<file path="src/verilog/dcp_pkg.sv">
/*
 * Shared constants and types for the dual bus transceiver protection
 * control: timing counts, register map, mode encoding and carriers.
 * Assumes a 50 MHz system clock; all times are turned into cycles here.
 */
package dcp_pkg;

    // timing
    localparam int unsigned CLK_MHZ         = 50;
    localparam int unsigned DTO_LIMIT_US    = 1200;
    localparam int unsigned DTO_LIMIT_CYC   = DTO_LIMIT_US * CLK_MHZ;
    localparam int unsigned MODE_CHANGE_US  = 20;
    localparam int unsigned MODE_CHANGE_CYC = MODE_CHANGE_US * CLK_MHZ;
    // half the limit, leaving room for pin synchroniser latency
    localparam int unsigned MODE_SETTLE_CYC = MODE_CHANGE_CYC / 2;
    localparam int unsigned MODE_CW         = 10;

    // register map, byte offsets
    localparam logic [7:0] REG_CTRL   = 8'h00;
    localparam logic [7:0] REG_STATUS = 8'h04;
    localparam logic [7:0] REG_FAULT  = 8'h08;
    localparam logic [7:0] REG_DTOCNT = 8'h0c;

    localparam logic [1:0] CTRL_RST     = 2'h0;
    localparam int unsigned CH2_POS     = 8;
    localparam int unsigned FLT_DTO_BIT = 0;
    localparam int unsigned FLT_TSD_BIT = 1;
    localparam int unsigned FLT_UV_BIT  = 2;
    localparam logic [2:0] FLT_RST      = 3'h0;
    localparam logic [7:0] DTOCNT_RST   = 8'h00;

    // ahb-lite
    localparam logic [1:0] HTRANS_NONSEQ = 2'h2;
    localparam logic [2:0] HSIZE_WORD    = 3'h2;
    localparam logic       HRESP_OKAY    = 1'h0;

    typedef enum logic [3:0] {
        MODE_PROT = 4'h1,
        MODE_CHG  = 4'h2,
        MODE_NORM = 4'h4,
        MODE_STBY = 4'h8
    } dcp_mode_t;

    // raw pin levels, before synchronising
    typedef struct packed {
        logic tx;
        logic tx_drv;
        logic stb;
        logic stb_drv;
        logic bus_dom;
        logic supply_ok;
    } dcp_pin_raw_t;

    // resolved levels seen by a channel
    typedef struct packed {
        logic tx;
        logic stb;
        logic bus_dom;
        logic supply_ok;
    } dcp_chan_in_t;

    // bus line control: dom drives both lines, else bias only
    typedef struct packed {
        logic dom;
        logic bias_mid;
        logic bias_gnd;
    } dcp_bus_ctl_t;

    typedef struct packed {
        logic      drv;
        logic      overtemp_cutoff;
        logic      dominant_hold_guard;
        dcp_mode_t mode;
    } dcp_chan_stat_t;

endpackage

</file>
<file path="src/verilog/dcp_chan.sv">
/*
 * One transceiver channel: mode machine, dominant hold guard and
 * gating of driver, bias and receive output.
 * Assumes its inputs are already synchronised to clk_sys_i.
 */
`timescale 1ns/1ns
module dcp_chan
    import dcp_pkg::*;
#(
    parameter int unsigned DTO_CYC = DTO_LIMIT_CYC
) (
    // system
    input  wire logic   clk_sys_i,
    input  wire logic   rst_i,
    // resolved pins and controls
    input  dcp_chan_in_t pin_i,
    input  wire logic   tsd_i,
    input  wire logic   force_stb_i,
    // outputs
    output dcp_bus_ctl_t bus_o,
    output logic        rx_o,
    output logic        rx_oe_o,
    output dcp_chan_stat_t stat_o
);

    localparam int unsigned DW = $clog2(DTO_CYC + 1);
    localparam int CHG_MAX = MODE_SETTLE_CYC;

    dcp_mode_t          mode_q;
    dcp_mode_t          mode_d;
    logic [MODE_CW-1:0] settle_q;
    logic [DW-1:0]      dto_cnt_q;
    logic               dto_q;
    dcp_bus_ctl_t       bus_q;
    logic               rx_q;
    logic               rx_oe_q;

    wire want_stby = pin_i.stb | force_stb_i;
    wire settled   = settle_q == MODE_CW'(MODE_SETTLE_CYC - 1);
    wire in_norm   = mode_q == MODE_NORM;
    wire dto_hit   = dto_cnt_q == DW'(DTO_CYC - 1);
    wire rx_live   = (mode_q == MODE_NORM) | (mode_q == MODE_CHG);

    always_comb begin
        mode_d = mode_q;
        unique case (mode_q)
            MODE_PROT: mode_d = MODE_CHG;
            MODE_CHG:  if (settled) begin
                mode_d = want_stby ? MODE_STBY : MODE_NORM;
            end
            MODE_NORM: if (want_stby) begin
                mode_d = MODE_CHG;
            end
            MODE_STBY: if (!want_stby) begin
                mode_d = MODE_CHG;
            end
            default:   mode_d = MODE_PROT;
        endcase
        if (!pin_i.supply_ok) begin
            mode_d = MODE_PROT;
        end
    end

    always_ff @(posedge clk_sys_i) begin
        if (rst_i) begin
            mode_q   <= MODE_PROT;
            settle_q <= '0;
        end else begin
            mode_q   <= mode_d;
            settle_q <= (mode_q == MODE_CHG && !settled) ?
                        settle_q + 1'b1 : '0;
        end
    end

    // guard counts any low span in normal mode, so entering normal
    // with tx already low is also caught
    always_ff @(posedge clk_sys_i) begin
        if (rst_i || !in_norm || pin_i.tx) begin
            dto_cnt_q <= '0;
            dto_q     <= 1'b0;
        end else begin
            if (!dto_hit) begin
                dto_cnt_q <= dto_cnt_q + 1'b1;
            end
            if (dto_hit) begin
                dto_q <= 1'b1;
            end
        end
    end

    always_ff @(posedge clk_sys_i) begin
        if (rst_i) begin
            bus_q   <= '{dom: 1'b0, bias_mid: 1'b0, bias_gnd: 1'b1};
            rx_q    <= 1'b1;
            rx_oe_q <= 1'b0;
        end else begin
            // low tx is dominant
            bus_q.dom      <= in_norm & ~pin_i.tx & ~dto_q
                              & ~tsd_i;
            bus_q.bias_mid <= rx_live;
            bus_q.bias_gnd <= ~rx_live;
            rx_q           <= rx_live ? ~pin_i.bus_dom
                                      : 1'b1;
            rx_oe_q        <= mode_q != MODE_PROT;
        end
    end

    assign bus_o   = bus_q;
    assign rx_o    = rx_q;
    assign rx_oe_o = rx_oe_q;
    assign stat_o  = '{drv: bus_q.dom, overtemp_cutoff: tsd_i, dominant_hold_guard: dto_q,
                       mode: mode_q};

    dto_fires_a: assert property (
        @(posedge clk_sys_i) disable iff (rst_i)
        (dto_hit && in_norm && !pin_i.tx && mode_d == MODE_NORM)
        |=> dto_q ##1 !bus_o.dom)
        else $error("dominant guard did not cut the driver");

    dto_release_a: assert property (
        @(posedge clk_sys_i) disable iff (rst_i)
        (dto_q && pin_i.tx) |=> !dto_q)
        else $error("guard fault not cleared by recessive tx");

    drv_norm_only_a: assert property (
        @(posedge clk_sys_i) disable iff (rst_i)
        (mode_q != MODE_NORM) |=> !bus_o.dom)
        else $error("driver active outside normal mode");

    tsd_block_a: assert property (
        @(posedge clk_sys_i) disable iff (rst_i)
        tsd_i |=> !bus_o.dom)
        else $error("driver active during thermal cutoff");

    rx_follow_a: assert property (
        @(posedge clk_sys_i) disable iff (rst_i)
        (in_norm && (dto_q || tsd_i))
        |=> (rx_o == !$past(pin_i.bus_dom)) && bus_o.bias_mid)
        else $error("receive path lost during a fault");

    prot_hiz_a: assert property (
        @(posedge clk_sys_i) disable iff (rst_i)
        !pin_i.supply_ok |-> ##2 (!rx_oe_o && !bus_o.dom
                                  && bus_o.bias_gnd))
        else $error("outputs not released in undervoltage");

    mode_time_a: assert property (
        @(posedge clk_sys_i) disable iff (rst_i)
        $rose(mode_q == MODE_CHG)
        |-> ##[1:CHG_MAX] (mode_q != MODE_CHG))
        else $error("mode change took too long");

    stby_bias_a: assert property (
        @(posedge clk_sys_i) disable iff (rst_i)
        (mode_q == MODE_STBY) |=> (bus_o.bias_gnd && !bus_o.bias_mid
                                   && rx_o))
        else $error("standby bias or receive level wrong");

endmodule

</file>
<file path="src/verilog/dcp_top.sv">
/*
 * Dual transceiver protection control: two channels, pin synchronisers,
 * thermal cutoff latch with hysteresis and an AHB-Lite register slave.
 * Assumes pins and comparator levels are asynchronous, and that the
 * single AHB master sees hreadyout_o as its hready.
 */
// Overview of operation
// - low level means dominant, high recessive
// - dominant guard runs only in normal mode
// - long dominant tx disables the bus driver
// - recessive tx re-enables driver, clears guard
// - receiver keeps following bus during guard fault
// - overtemperature disables driver and blocks tx
// - thermal fault keeps mid bias, receive path
// - thermal cutoff clears with hysteresis
// - low supply: outputs released, weak pulldown
// - supply good plus settle time: back to normal, or to standby if selected
// - standby biases bus weakly to ground
// - floating tx reads as recessive
// - floating standby select reads as standby
// - high select means standby, low normal
// - mode change completes within 20 us
`timescale 1ns/1ns
module dcp_top
    import dcp_pkg::*;
#(
    parameter int unsigned DTO_CYC = DTO_LIMIT_CYC
) (
    // system
    input  wire logic        clk_sys_i,
    input  wire logic        rst_i,
    // ahb-lite slave
    input  wire logic        hsel_i,
    input  wire logic [31:0] haddr_i,
    input  wire logic [1:0]  htrans_i,
    input  wire logic        hwrite_i,
    input  wire logic [2:0]  hsize_i,
    input  wire logic [31:0] hwdata_i,
    input  wire logic        hready_i,
    output logic      [31:0] hrdata_o,
    output logic             hreadyout_o,
    output logic             hresp_o,
    // controller side, channel 1
    input  wire logic        tx_in_ch1_i,
    input  wire logic        tx_in_ch1_drv_i,
    input  wire logic        low_power_sel_ch1_i,
    input  wire logic        low_power_sel_ch1_drv_i,
    output logic             rx_out_ch1_o,
    output logic             rx_out_ch1_oe_o,
    // controller side, channel 2
    input  wire logic        tx_in_ch2_i,
    input  wire logic        tx_in_ch2_drv_i,
    input  wire logic        low_power_sel_ch2_i,
    input  wire logic        low_power_sel_ch2_drv_i,
    output logic             rx_out_ch2_o,
    output logic             rx_out_ch2_oe_o,
    // bus side
    input  wire logic        bus_dom_ch1_i,
    input  wire logic        bus_dom_ch2_i,
    output dcp_bus_ctl_t     bus_ctl_ch1_o,
    output dcp_bus_ctl_t     bus_ctl_ch2_o,
    // analog monitors
    input  wire logic        supply_ok_ch1_i,
    input  wire logic        supply_ok_ch2_i,
    input  wire logic        overtemp_trip_i,
    input  wire logic        overtemp_release_i
);

    dcp_pin_raw_t [1:0]   raw;
    dcp_pin_raw_t [1:0]   s1_q;
    dcp_pin_raw_t [1:0]   s2_q;
    logic [1:0]           ot1_q;
    logic [1:0]           ot2_q;
    dcp_chan_in_t [1:0]   cin;
    dcp_bus_ctl_t [1:0]   bus_ctl;
    logic [1:0]           rx;
    logic [1:0]           rx_oe;
    dcp_chan_stat_t [1:0] stat;
    dcp_chan_stat_t [1:0] stat_prev_q;
    logic                 tsd_q;
    logic [1:0]           ctrl_q;
    logic [2:0]           fault_q [2];
    logic [2:0]           flt_set [2];
    logic [2:0]           flt_clr [2];
    logic [7:0]           dtocnt_q [2];
    logic                 wr_pend_q;
    logic                 rd_pend_q;
    logic [7:0]           addr_q;
    logic [31:0]          hrdata_q;
    logic                 hreadyout_q;

    assign raw[0] = '{tx: tx_in_ch1_i, tx_drv: tx_in_ch1_drv_i,
                      stb: low_power_sel_ch1_i,
                      stb_drv: low_power_sel_ch1_drv_i,
                      bus_dom: bus_dom_ch1_i,
                      supply_ok: supply_ok_ch1_i};
    assign raw[1] = '{tx: tx_in_ch2_i, tx_drv: tx_in_ch2_drv_i,
                      stb: low_power_sel_ch2_i,
                      stb_drv: low_power_sel_ch2_drv_i,
                      bus_dom: bus_dom_ch2_i,
                      supply_ok: supply_ok_ch2_i};

    // two-stage synchronisers; only s2 and ot2 are read by logic
    always_ff @(posedge clk_sys_i) begin
        if (rst_i) begin
            s1_q  <= '0;
            s2_q  <= '0;
            ot1_q <= 2'h0;
            ot2_q <= 2'h0;
        end else begin
            s1_q  <= raw;
            s2_q  <= s1_q;
            ot1_q <= {overtemp_release_i, overtemp_trip_i};
            ot2_q <= ot1_q;
        end
    end

    // trip above threshold, release only well below it; trip wins
    always_ff @(posedge clk_sys_i) begin
        if (rst_i) begin
            tsd_q <= 1'b0;
        end else if (ot2_q[0]) begin
            tsd_q <= 1'b1;
        end else if (ot2_q[1]) begin
            tsd_q <= 1'b0;
        end
    end

    // each channel keeps its own mode, guard and gating
    for (genvar c = 0; c < 2; c++) begin : g_ch
        assign cin[c] = '{
            tx:        s2_q[c].tx_drv ? s2_q[c].tx : 1'b1,
            stb:       s2_q[c].stb_drv ? s2_q[c].stb : 1'b1,
            bus_dom:   s2_q[c].bus_dom,
            supply_ok: s2_q[c].supply_ok};

        dcp_chan #(
            .DTO_CYC (DTO_CYC)
        ) u_chan (
            .clk_sys_i   (clk_sys_i),
            .rst_i       (rst_i),
            .pin_i       (cin[c]),
            .tsd_i       (tsd_q),
            .force_stb_i (ctrl_q[c]),
            .bus_o       (bus_ctl[c]),
            .rx_o        (rx[c]),
            .rx_oe_o     (rx_oe[c]),
            .stat_o      (stat[c])
        );

        // fault events: rising edge of each condition
        assign flt_set[c][FLT_DTO_BIT] = stat[c].dominant_hold_guard & ~stat_prev_q[c].dominant_hold_guard;
        assign flt_set[c][FLT_TSD_BIT] = stat[c].overtemp_cutoff & ~stat_prev_q[c].overtemp_cutoff;
        assign flt_set[c][FLT_UV_BIT]  = (stat[c].mode == MODE_PROT)
                                  & (stat_prev_q[c].mode != MODE_PROT);
        assign flt_clr[c] = (wr_pend_q && addr_q == REG_FAULT) ?
                            hwdata_i[c*CH2_POS +: 3] : 3'h0;

        always_ff @(posedge clk_sys_i) begin
            if (rst_i) begin
                // matches the channel's reset state: no false event
                stat_prev_q[c] <= '{drv: 1'b0, overtemp_cutoff: 1'b0, dominant_hold_guard: 1'b0,
                                   mode: MODE_PROT};
                fault_q[c]     <= FLT_RST;
                dtocnt_q[c]    <= DTOCNT_RST;
            end else begin
                stat_prev_q[c] <= stat[c];
                // a new event beats a clear in the same cycle
                fault_q[c]     <= (fault_q[c] & ~flt_clr[c]) | flt_set[c];
                // a guard event in the clearing cycle still counts
                if (wr_pend_q && addr_q == REG_DTOCNT) begin
                    dtocnt_q[c] <= DTOCNT_RST
                                   | {7'h00, flt_set[c][FLT_DTO_BIT]};
                end else if (flt_set[c][FLT_DTO_BIT]
                             && dtocnt_q[c] != 8'hff) begin
                    dtocnt_q[c] <= dtocnt_q[c] + 8'h01;
                end
            end
        end
    end

    assign bus_ctl_ch1_o   = bus_ctl[0];
    assign bus_ctl_ch2_o   = bus_ctl[1];
    assign rx_out_ch1_o    = rx[0];
    assign rx_out_ch2_o    = rx[1];
    assign rx_out_ch1_oe_o = rx_oe[0];
    assign rx_out_ch2_oe_o = rx_oe[1];

    // bus slave: writes zero wait, reads take one wait state
    wire acc    = hsel_i & hready_i & (htrans_i == HTRANS_NONSEQ)
                  & (hsize_i == HSIZE_WORD);
    wire acc_wr = acc & hwrite_i;
    wire acc_rd = acc & ~hwrite_i;

    wire [31:0] rd_ctrl   = {30'h0, ctrl_q};
    wire [31:0] rd_status = {17'h0, 7'(stat[1]), 1'b0, 7'(stat[0])};
    wire [31:0] rd_fault  = {21'h0, fault_q[1], 5'h0, fault_q[0]};
    wire [31:0] rd_dtocnt = {16'h0, dtocnt_q[1], dtocnt_q[0]};
    wire        hit_ctrl  = addr_q == REG_CTRL;
    wire        hit_stat  = addr_q == REG_STATUS;
    wire        hit_flt   = addr_q == REG_FAULT;
    wire        hit_cnt   = addr_q == REG_DTOCNT;
    wire [31:0] rd_mux    = ({32{hit_ctrl}} & rd_ctrl)
                          | ({32{hit_stat}} & rd_status)
                          | ({32{hit_flt}}  & rd_fault)
                          | ({32{hit_cnt}}  & rd_dtocnt);

    always_ff @(posedge clk_sys_i) begin
        if (rst_i) begin
            wr_pend_q   <= 1'b0;
            rd_pend_q   <= 1'b0;
            addr_q      <= 8'h00;
            hrdata_q    <= 32'h0;
            hreadyout_q <= 1'b1;
        end else begin
            wr_pend_q   <= acc_wr;
            rd_pend_q   <= acc_rd;
            if (acc) begin
                addr_q <= haddr_i[7:0];
            end
            hreadyout_q <= ~acc_rd;
            if (rd_pend_q) begin
                hrdata_q <= rd_mux;
            end
        end
    end

    always_ff @(posedge clk_sys_i) begin
        if (rst_i) begin
            ctrl_q <= CTRL_RST;
        end else if (wr_pend_q && hit_ctrl) begin
            ctrl_q <= hwdata_i[1:0];
        end
    end

    assign hrdata_o    = hrdata_q;
    assign hreadyout_o = hreadyout_q;
    assign hresp_o     = HRESP_OKAY;

    tsd_hold_a: assert property (
        @(posedge clk_sys_i) disable iff (rst_i)
        (tsd_q && !ot2_q[1]) |=> tsd_q)
        else $error("thermal cutoff dropped before release");

    tsd_both_a: assert property (
        @(posedge clk_sys_i) disable iff (rst_i)
        tsd_q |=> (!bus_ctl_ch1_o.dom && !bus_ctl_ch2_o.dom))
        else $error("a driver stayed on in thermal cutoff");

    tx_float_a: assert property (
        @(posedge clk_sys_i) disable iff (rst_i)
        (!s2_q[0].tx_drv) [*2] |=> !bus_ctl_ch1_o.dom)
        else $error("floating tx drove the bus");

    stb_float_a: assert property (
        @(posedge clk_sys_i) disable iff (rst_i)
        (!s2_q[1].stb_drv && s2_q[1].supply_ok
         && stat[1].mode == MODE_NORM)
        |=> stat[1].mode == MODE_CHG)
        else $error("floating select did not leave normal");

    ch_indep_a: assert property (
        @(posedge clk_sys_i) disable iff (rst_i)
        (!s2_q[0].supply_ok && s2_q[1].supply_ok
         && stat[1].mode == MODE_NORM && !ctrl_q[1] && !cin[1].stb)
        |=> stat[1].mode == MODE_NORM)
        else $error("channel 1 undervoltage disturbed channel 2");

    rd_wait_a: assert property (
        @(posedge clk_sys_i) disable iff (rst_i)
        acc_rd |=> !hreadyout_o ##1 hreadyout_o)
        else $error("read wait state missing");

    tx_path_a: assert property (
        @(posedge clk_sys_i) disable iff (rst_i)
        (stat[0].mode == MODE_NORM && !stat[0].dominant_hold_guard && !tsd_q
         && !cin[0].tx) |=> bus_ctl_ch1_o.dom)
        else $error("dominant tx did not reach the bus");

    rx_mirror_a: assert property (
        @(posedge clk_sys_i) disable iff (rst_i)
        (stat[1].mode == MODE_NORM)
        |=> (rx_out_ch2_o == !$past(cin[1].bus_dom)))
        else $error("receive output did not mirror the bus");

    rx_drive_a: assert property (
        @(posedge clk_sys_i) disable iff (rst_i)
        (stat[0].mode == MODE_NORM) |=> rx_out_ch1_oe_o)
        else $error("receive output released in normal mode");

    flt_set_wins_a: assert property (
        @(posedge clk_sys_i) disable iff (rst_i)
        (flt_set[0] != 3'h0)
        |=> ((fault_q[0] & $past(flt_set[0])) == $past(flt_set[0])))
        else $error("fault event lost");

    flt_clear_a: assert property (
        @(posedge clk_sys_i) disable iff (rst_i)
        (wr_pend_q && hit_flt && flt_set[1] == 3'h0)
        |=> (fault_q[1] == ($past(fault_q[1]) & ~$past(hwdata_i[10:8]))))
        else $error("fault clear by write went wrong");

    cnt_step_a: assert property (
        @(posedge clk_sys_i) disable iff (rst_i)
        (flt_set[0][FLT_DTO_BIT] && !hit_cnt && dtocnt_q[0] != 8'hff)
        |=> (dtocnt_q[0] == $past(dtocnt_q[0]) + 8'h01))
        else $error("guard event not counted");

endmodule

</file>
<file path="config.mk">
export PLATFORM = sky130hd
export DESIGN_NAME = dcp_top
export DESIGN_NICKNAME = d
export VERILOG_FILES = /design/src/verilog/dcp_pkg.sv /design/src/verilog/dcp_chan.sv /design/src/verilog/dcp_top.sv
export SDC_FILE = /design/constraint.sdc
export NUM_CORES = 1
export LEC_CHECK = 0
export BUFFER_PORTS_ARGS = -buffer_cell sky130_fd_sc_hd__buf_4
export CELL_PAD_IN_SITES_DETAIL_PLACEMENT = 2
export CELL_PAD_IN_SITES_GLOBAL_PLACEMENT = 2
export CORE_UTILIZATION = 36
export DETAILED_ROUTE_END_ITERATION = 8
export HOLD_SLACK_MARGIN = 0.08
export PLACE_DENSITY_LB_ADDON = 0.1
export SLEW_MARGIN = 25
export SYNTH_ARGS = -nofsm -noshare
export SYNTH_HDL_FRONTEND = slang
export SYNTH_SLANG_ARGS = --single-unit
</file>
<file path="constraint.sdc">
create_clock -name clk_sys_i -period 4.1 [get_ports clk_sys_i]
set_clock_uncertainty 0.2 [all_clocks]
set_input_delay 0.82 -clock clk_sys_i [delete_from_list [all_inputs] [get_ports clk_sys_i]]
set_output_delay 0.82 -clock clk_sys_i [all_outputs]
set_load 0.01 [all_outputs]
</file>
==> metrics.md, run 1 <==
| Metric | Value |
|---|---|
| Status | finished, final reports clean |
| Startpoint Class | register |
| Global route overflow | 0 |
| Worst-path maximum fanout | 18 |
| # IOs | 132 |
| Num CTS Buffers | 17 |
| PortBufs | 64 |
| Post-CTS Setup Bufs | 0 |
| Worst vdd ir | 0.0002953 V |
| Setup TNS | 0 ps |
| Total GRT Usage | 18.98% |
| Antenna violations before repair | 0 |
| Starting DRT DRC Count | 242 |
| Drt first pass iters | 5 |
| Commonest non-fill, non-tap cells in the layout | 147 x dfxtp_1, 91 x nor2_1, 65 x buf_4, 44 x nor2b_1, 35 x nand2_1 |
| Synth area leader | dfxtp_1 |
| Routed vias | 5167 |
| Pin count of the biggest net entering global routing | 51 |
| Num rows | 49 |
| Wire per inst | 17.41 um |
| EDFF count, synth | 16 |
| Ys async rst share | 0% |
| H-tree depth | 4 |
| Final WS setup | 1467 ps |
| Post-synthesis instance total | 706 |
| Final Setup Violations | 0 |
| Worst Path Required | 4060 ps |
| Largest family of logic cells by synthesized area | simple AND/OR/NAND/NOR gates |
| Starting Density | 37.31% |
| Area contributors post-synth | dfxtp_1 43%, edfxtp_1 7.1%, nor2_1 5.0% |
| Clk pwr share | 48.9% |
| Flop pwr share | 48.2% |
| Synth cell types | 58 |
| Post-synthesis mux area share | 4.052% |
| Slew HR | 40.12% |
| Die Y | 139.4 um |
| Final period util | 64.23% |
| CP Capture Type | register |
| Sequential fraction of the synthesis area | 50.39% |
| Max incr delay on CP | 910 ps |
| Die X | 139.4 um |
| Leakage power total | 0.002956 uW |
| CTS clk-pin slew, worst paths | 60 ps |
| CTS root buf | clkbuf_16 |
| Hold-fix buffers at CTS | 0 |
| Post-synthesis simple-gate area fraction | 25.87% |
| Unrepaired setup endpoints after global routing | false |
| Yosys warns | 0 |
| Detailed placer's ending HPWL | 12.35 mm |
| CTS tree | yes |
| Commonest non-fill, non-tap cell in the layout | dfxtp_1 |
| Area share of fa/ha/maj cells after synthesis | 1.105% |
| Post-Syn Area per Cell | 9.623 um2 |
| Area of the mapped netlist | 6794 um2 |
| Final hold violation count | 0 |
| Nets | 855 |
| Internal power | 2692 uW |
| Routability congestion estimate | 0.7441 |
| F_max | 379.7 MHz |
| # Max-Cap Violations | 0 |
| Share of post-route cells with drive strength above 1 | 15.91% |
| Post_cts resized | 0 |
| DP Worst Slack | 1379 ps |
| Clk_lat worst skew | 420 ps |
| Number of global-route vias before repair | 5654 |
| Vias per inst | 5.157 |
| Sw Share | 21.52% |
| PD cells | 429.0 nW/um2 |
| Final Max Tran Viols | 0 |
| Max clock buf depth | 2 |
| FF+latch count, synth | 163 |
| Clock Sinks | 163 |
| Core Area | 18210 um2 |
| XOR/XNOR Fraction of Synth Area | 5.801% |
| WL final | 17.45 mm |
| Ant diodes | 0 |
| Master of the slowest instance on the critical path | dfxtp_1 |
| Crit path DAT | 2600 ps |
| Synth Area in Compound Gates | 7.808% |
| Worst path cell trace | nand3_1 > o41ai_2 > or3_1 > nor2_1 |
| Routed Antenna Nets | 0 |
| WS Path Type | reg -> reg |
| Tmin final | 2633 ps |
| Post-synth top area share | 43.31% |
| Ys flop type | dfxtp_1 |
| Sw power | 738.0 uW |
| Die area | 19430 um2 |
| Comb power frac | 2.9% |
| Area grow syn2layout | 17.66% |
| DRC violations left | 0 |
| HP Class | reg -> reg |
| First-pass GRT wire length | 29.12 mm |
| Slew @ Worst Pin | 896.9 ps |
-- cells in the mapped netlist, drive strengths merged, types with 3 or more instances --
master and count:
mux2i 14, nor4 9, nand3 31, nand2b 12
mux2 12, xor2 20, xnor2 25, ha 6
or4 3, nand4 9, dfxtp 147, edfxtp 16
nor4b 4, clkbuf 16, nor2b 44, o41ai 4
a31oi 4, or3b 3, or4b 3, or2 4
inv 22, o21a 3, nor2 91, nand2 35
a22oi 6, nor3 25, and4 7, o21ai 17
buf 29, a21oi 26, nand4b 3, and3 11
or3 15, a22o 4
-- per-stage QoR --
stage	utilization (%)	area (um2)	total power [uW]	instances	hold WS [ps]
2_1_floorplan	-	6854	1751	722	143.4
4_1_cts	43.90	7994	3471	1002	183.0
5_1_grt	43.90	7994	3549	1002	184.7
3_3_place_gp	40.51	7377	1783	971	146.5
3_5_place_dp	40.51	7377	1789	971	167.6
6_report	43.90	7994	3430	1002	174.4
-- area by class of cell --
cell class | count | area [um2]
multi-input cells | 492 | 3097
clock inverters | 11 | 148.9
clock buffers | 20 | 467.9
flip-flops and latches | 163 | 3423
fillers | 1966 | 10210
well taps | 229 | 286.5
inverters | 22 | 82.58
repair buffers | 65 | 488.0
-- registers in the layout (all words and copies together), names as in the netlist, 4 cells and up --
register and cells:
cin 4, g_ch.u_chan.settle_q 20, g_ch.u_chan.bus_o 6, fault_q 6, stat_prev_q 11, s1_q 12
s2_q 8, g_ch.u_chan.dto_cnt_q 32, g_ch.u_chan.mode_q 8, dtocnt_q 16, hrdata_o 16, addr_q 8
-- worst max-delay path, delay by kind of cell (launching register included) --
kind / cells / cell delay [ps]
compound gates: 1 / 550
flops: 1 / 910
simple gates: 3 / 720
-- cells by family after synthesis --
logic type               Yosys count
multiplexers                      26
buffers and inverters             67
AND/OR/NAND/NOR                  317
XOR/XNOR                          45
flip-flops                       163
other                              1
AO/OA/AOI/OAI                     81
adder cells (fa/ha/maj)            6
-- power groups by stage --
stage	Sequential [uW]	Clock [uW]	Combinational (uW)
final	1650	1680	98.1
after global routing	1660	1780	109
after CTS	1650	1720	99.2
after detailed placement	1690	0	98.6
after global placement	1690	0	94.5
after floorplan	1680	0	70.0
-- final timing paths --
path                                 from                  end  slack [ps]  cells after the start
worst max-delay path            addr_q[3]       dtocnt_q[1][3]        1470                      4
worst min-delay path               cin[1]  g_ch[0].u_chan.rx_o         170                      1
worst max register to register  addr_q[3]       dtocnt_q[1][3]        1470                      4
worst min register to register     cin[1]  g_ch[0].u_chan.rx_o         170                      1
-- layer usage --
metal / part of all wire (%) / routed length (um) / track usage (%)
met1: 44 / 7698 / 22.76
met2: 52 / 9115 / 34.22
met3: 3.0 / 515 / 4.301
met4: 0.68 / 119 / 4.444
met5: 0 / 0 / 0
Note: power is estimated with default switching activity, not from simulation.
==> run 2, diff against run 1 <==
- CORE_UTILIZATION: 36 -> 31
- clock period: 4.1 -> 2.3 ns (I/O delays scaled with it)
==> run 2 against run 1 <==
Combinational power rose by 130%. Sequential power up 79%. Die area is 16% higher. Global-route usage down 1.8 points. Final cell count rose by 9.4%. Critical path depth rose by 1. Routed wire length grew 3.3%. Sequential cell count is the same. Fmax up 17%. Sequential share of layout area decreased by 2.3 points. Register-to-register slack worse by 1400 ps. Clock power rose by 69%. Largest power group is now sequential cells. Highest routed layer unchanged.
==> metrics.md, run 2 (same netlist as run 1, synthesis figures left out) <==
| Metric | Value |
|---|---|
| Status | finished, final reports clean |
| Worst path cell trace | or4_4 > or3_1 > o21a_1 > o21ai_1 > buf_4 |
| Routability congestion estimate | 0.7644 (+2.7%) |
| Register Area | 3423 um2 (unchanged) |
| Tmin final | 2242 ps (-391.2 ps) |
| Clk_lat worst skew | 430 ps (about the same) |
| Die X | 150.0 um (+7.7%) |
| Die Y | 150.0 um (+7.7%) |
| Ant diodes | 0 (unchanged) |
| Commonest non-fill, non-tap cell in the layout | dfxtp_1 |
| WL final | 18.03 mm (+3.3%) |
| Reg2Reg Depth | 5 (+1) |
| Final hold violation count | 0 (unchanged) |
| H-tree depth | 4 (unchanged) |
| Final Setup Violations | 0 (unchanged) |
| Startpoint Class | register |
| WS Path Type | reg -> reg |
| Filler cells | 2327 (+18%) |
| Commonest non-fill, non-tap cells in the layout | 147 x dfxtp_1, 91 x nor2_1, 87 x buf_4, 44 x nor2b_1, 35 x nand2_1 |
| Pwr Total | 6017 uW (+75%) |
| Pin count of the biggest net entering global routing | 85 (+67%) |
| Worst Path Required | 2230 ps (-1830 ps) |
| Biggest register | g_ch.u_chan.dto_cnt_q |
| CTS clk-pin slew, worst paths | 60 ps (about the same) |
| # IOs | 132 (unchanged) |
| Die area | 22510 um2 (+16%) |
| Final Max Tran Viols | 0 (unchanged) |
| Area grow syn2layout | 24.25% |
| Final period util | 97.48% (+33 points) |
| PortBufs | 64 (unchanged) |
| F_max | 446.0 MHz (+17%) |
| CTS root buf | clkbuf_16 |
| Drt first pass iters | 4 (-1) |
| Worst vdd ir | 0.0004396 V (+49%) |
| CTS tree | yes |
| Antenna violations before repair | 0 (unchanged) |
| DRC violations left | 0 (unchanged) |
| PD cells | 712.8 nW/um2 (+66%) |
| Hold depth | 3 (+2) |
| Cell Count, Final, Fillers Out | 1096 (+9.4%) |
| Leakage power total | 0.003160 uW (+6.9%) |
| Vias per inst | 4.886 (-5.3%) |
| Wire per inst | 16.45 um (-5.5%) |
| Nets | 902 (+5.5%) |
| Clock Sinks | 163 (unchanged) |
| # Max-Cap Violations | 0 (unchanged) |
| Master of the slowest instance on the critical path | or4_4 |
| Critical path buffer and inverter count | 1 (+1) |
| Slew @ Worst Pin | 640.9 ps (-256.0 ps) |
| Routed vias | 5355 (+3.6%) |
| Critical path depth | 5 (+1) |
| Worst-path maximum fanout | 8 (-10) |
| Starting Density | 31.92% (-5.4 points) |
| Max reg flops | 32 (unchanged) |
| Number of global-route vias before repair | 5834 (+3.2%) |
| Core Area | 21290 um2 (+17%) |
| Max clock buf depth | 2 (unchanged) |
| Num CTS Buffers | 17 (unchanged) |
| Slew HR | 56.67% (+17 points) |
| Crit path DAT | 2180 ps (-420 ps) |
| Routed Antenna Nets | 0 (unchanged) |
| Global route overflow | 0 (unchanged) |
| Share of post-route cells with drive strength above 1 | 17.78% (+1.9 points) |
| Leading registers by flop count | g_ch.u_chan.dto_cnt_q (32), g_ch.u_chan.settle_q (20) |
| Detailed placer's ending HPWL | 12.90 mm (+4.4%) |
| Cell family with most CP delay | simple AND/OR/NAND/NOR gates |
| Placed Cells incl. Taps | 1039 (+7.0%) |
| Hold slack final | 94.65 ps (-79.78 ps) |
| Multi-input gate area | 3097 um2 (unchanged) |
| Num rows | 53 (+8.2%) |
| CP Capture Type | register |
| Setup TNS | 0 ps (unchanged) |
| Max incr delay on CP | 590 ps (-320 ps) |
| HP Class | in -> reg |
| Unrepaired setup endpoints after global routing | false |
| First-pass GRT wire length | 29.66 mm (+1.8%) |
| Total GRT Usage | 17.14% (-1.8 points) |
| Starting DRT DRC Count | 166 (-31%) |
[run 2: cell types whose count changed in the layout (fill, tap and decap cells not counted), moves of 2 or more]
cell and change:
buf_4 +22, clkinv_1 +2, clkinv_4 +2, dlygate4sd3_1 +24
[run 2: path summary, 6_finish.rpt]
path              slack (ps)        from                  end
setup / recovery          60   addr_q[1]       dtocnt_q[1][6]
setup reg to reg          60   addr_q[1]       dtocnt_q[1][6]
hold reg to reg          170      cin[1]  g_ch[0].u_chan.rx_o
hold / removal            90  haddr_i[2]            addr_q[2]
[run 2: worst register-to-register path, cell delays in order (launching register included)]
cell	delay, ps
dfxtp_1	310
or4_4	590
or3_1	360
o21a_1	230
o21ai_1	80
buf_4	190
[run 2: final cells by class]
class / count / share of cell area, %
Sequential cell: 163 / 40.55
Tap cell: 275 / 4.076
Clock buffer: 17 / 5.039
Clock inverter: 15 / 1.853
Multi-Input combinational cell: 492 / 36.68
Timing Repair Buffer: 112 / 10.82
Inverter: 22 / 0.9782
[run 2: layer usage]
metal  vias to the layer above  track usage (%)  wire (um)
li1                       2616                -          -
met2                        59            30.16       9123
met1                      2669            20.72       8306
met3                        11            3.476        406
met5                         -                0          0
met4                         0            5.606        195
[run 2: repair_timing]
item	in CTS	in global routing
endpoints found under the hold margin	24	0
setup endpoints to repair	0	21
hold buffers	24	0
resized for setup	0	0
setup buffers	0	1
[run 2: through the flow]
step / utilization, % / instance area [um2] / worst slack [ps]
2_1_floorplan: - / 6854 / -62.26
3_3_place_gp: 35.76 / 7612 / 62.57
3_5_place_dp: 35.76 / 7612 / 38.73
4_1_cts: 39.62 / 8434 / 25.51
5_1_grt: 39.66 / 8442 / 1.360
6_report: 39.66 / 8442 / 57.90
[run 2: power breakdown]
group	switching (uW)	internal (uW)
Clock	1230	1610
Sequential	36.8	2910
Combinational	105	121
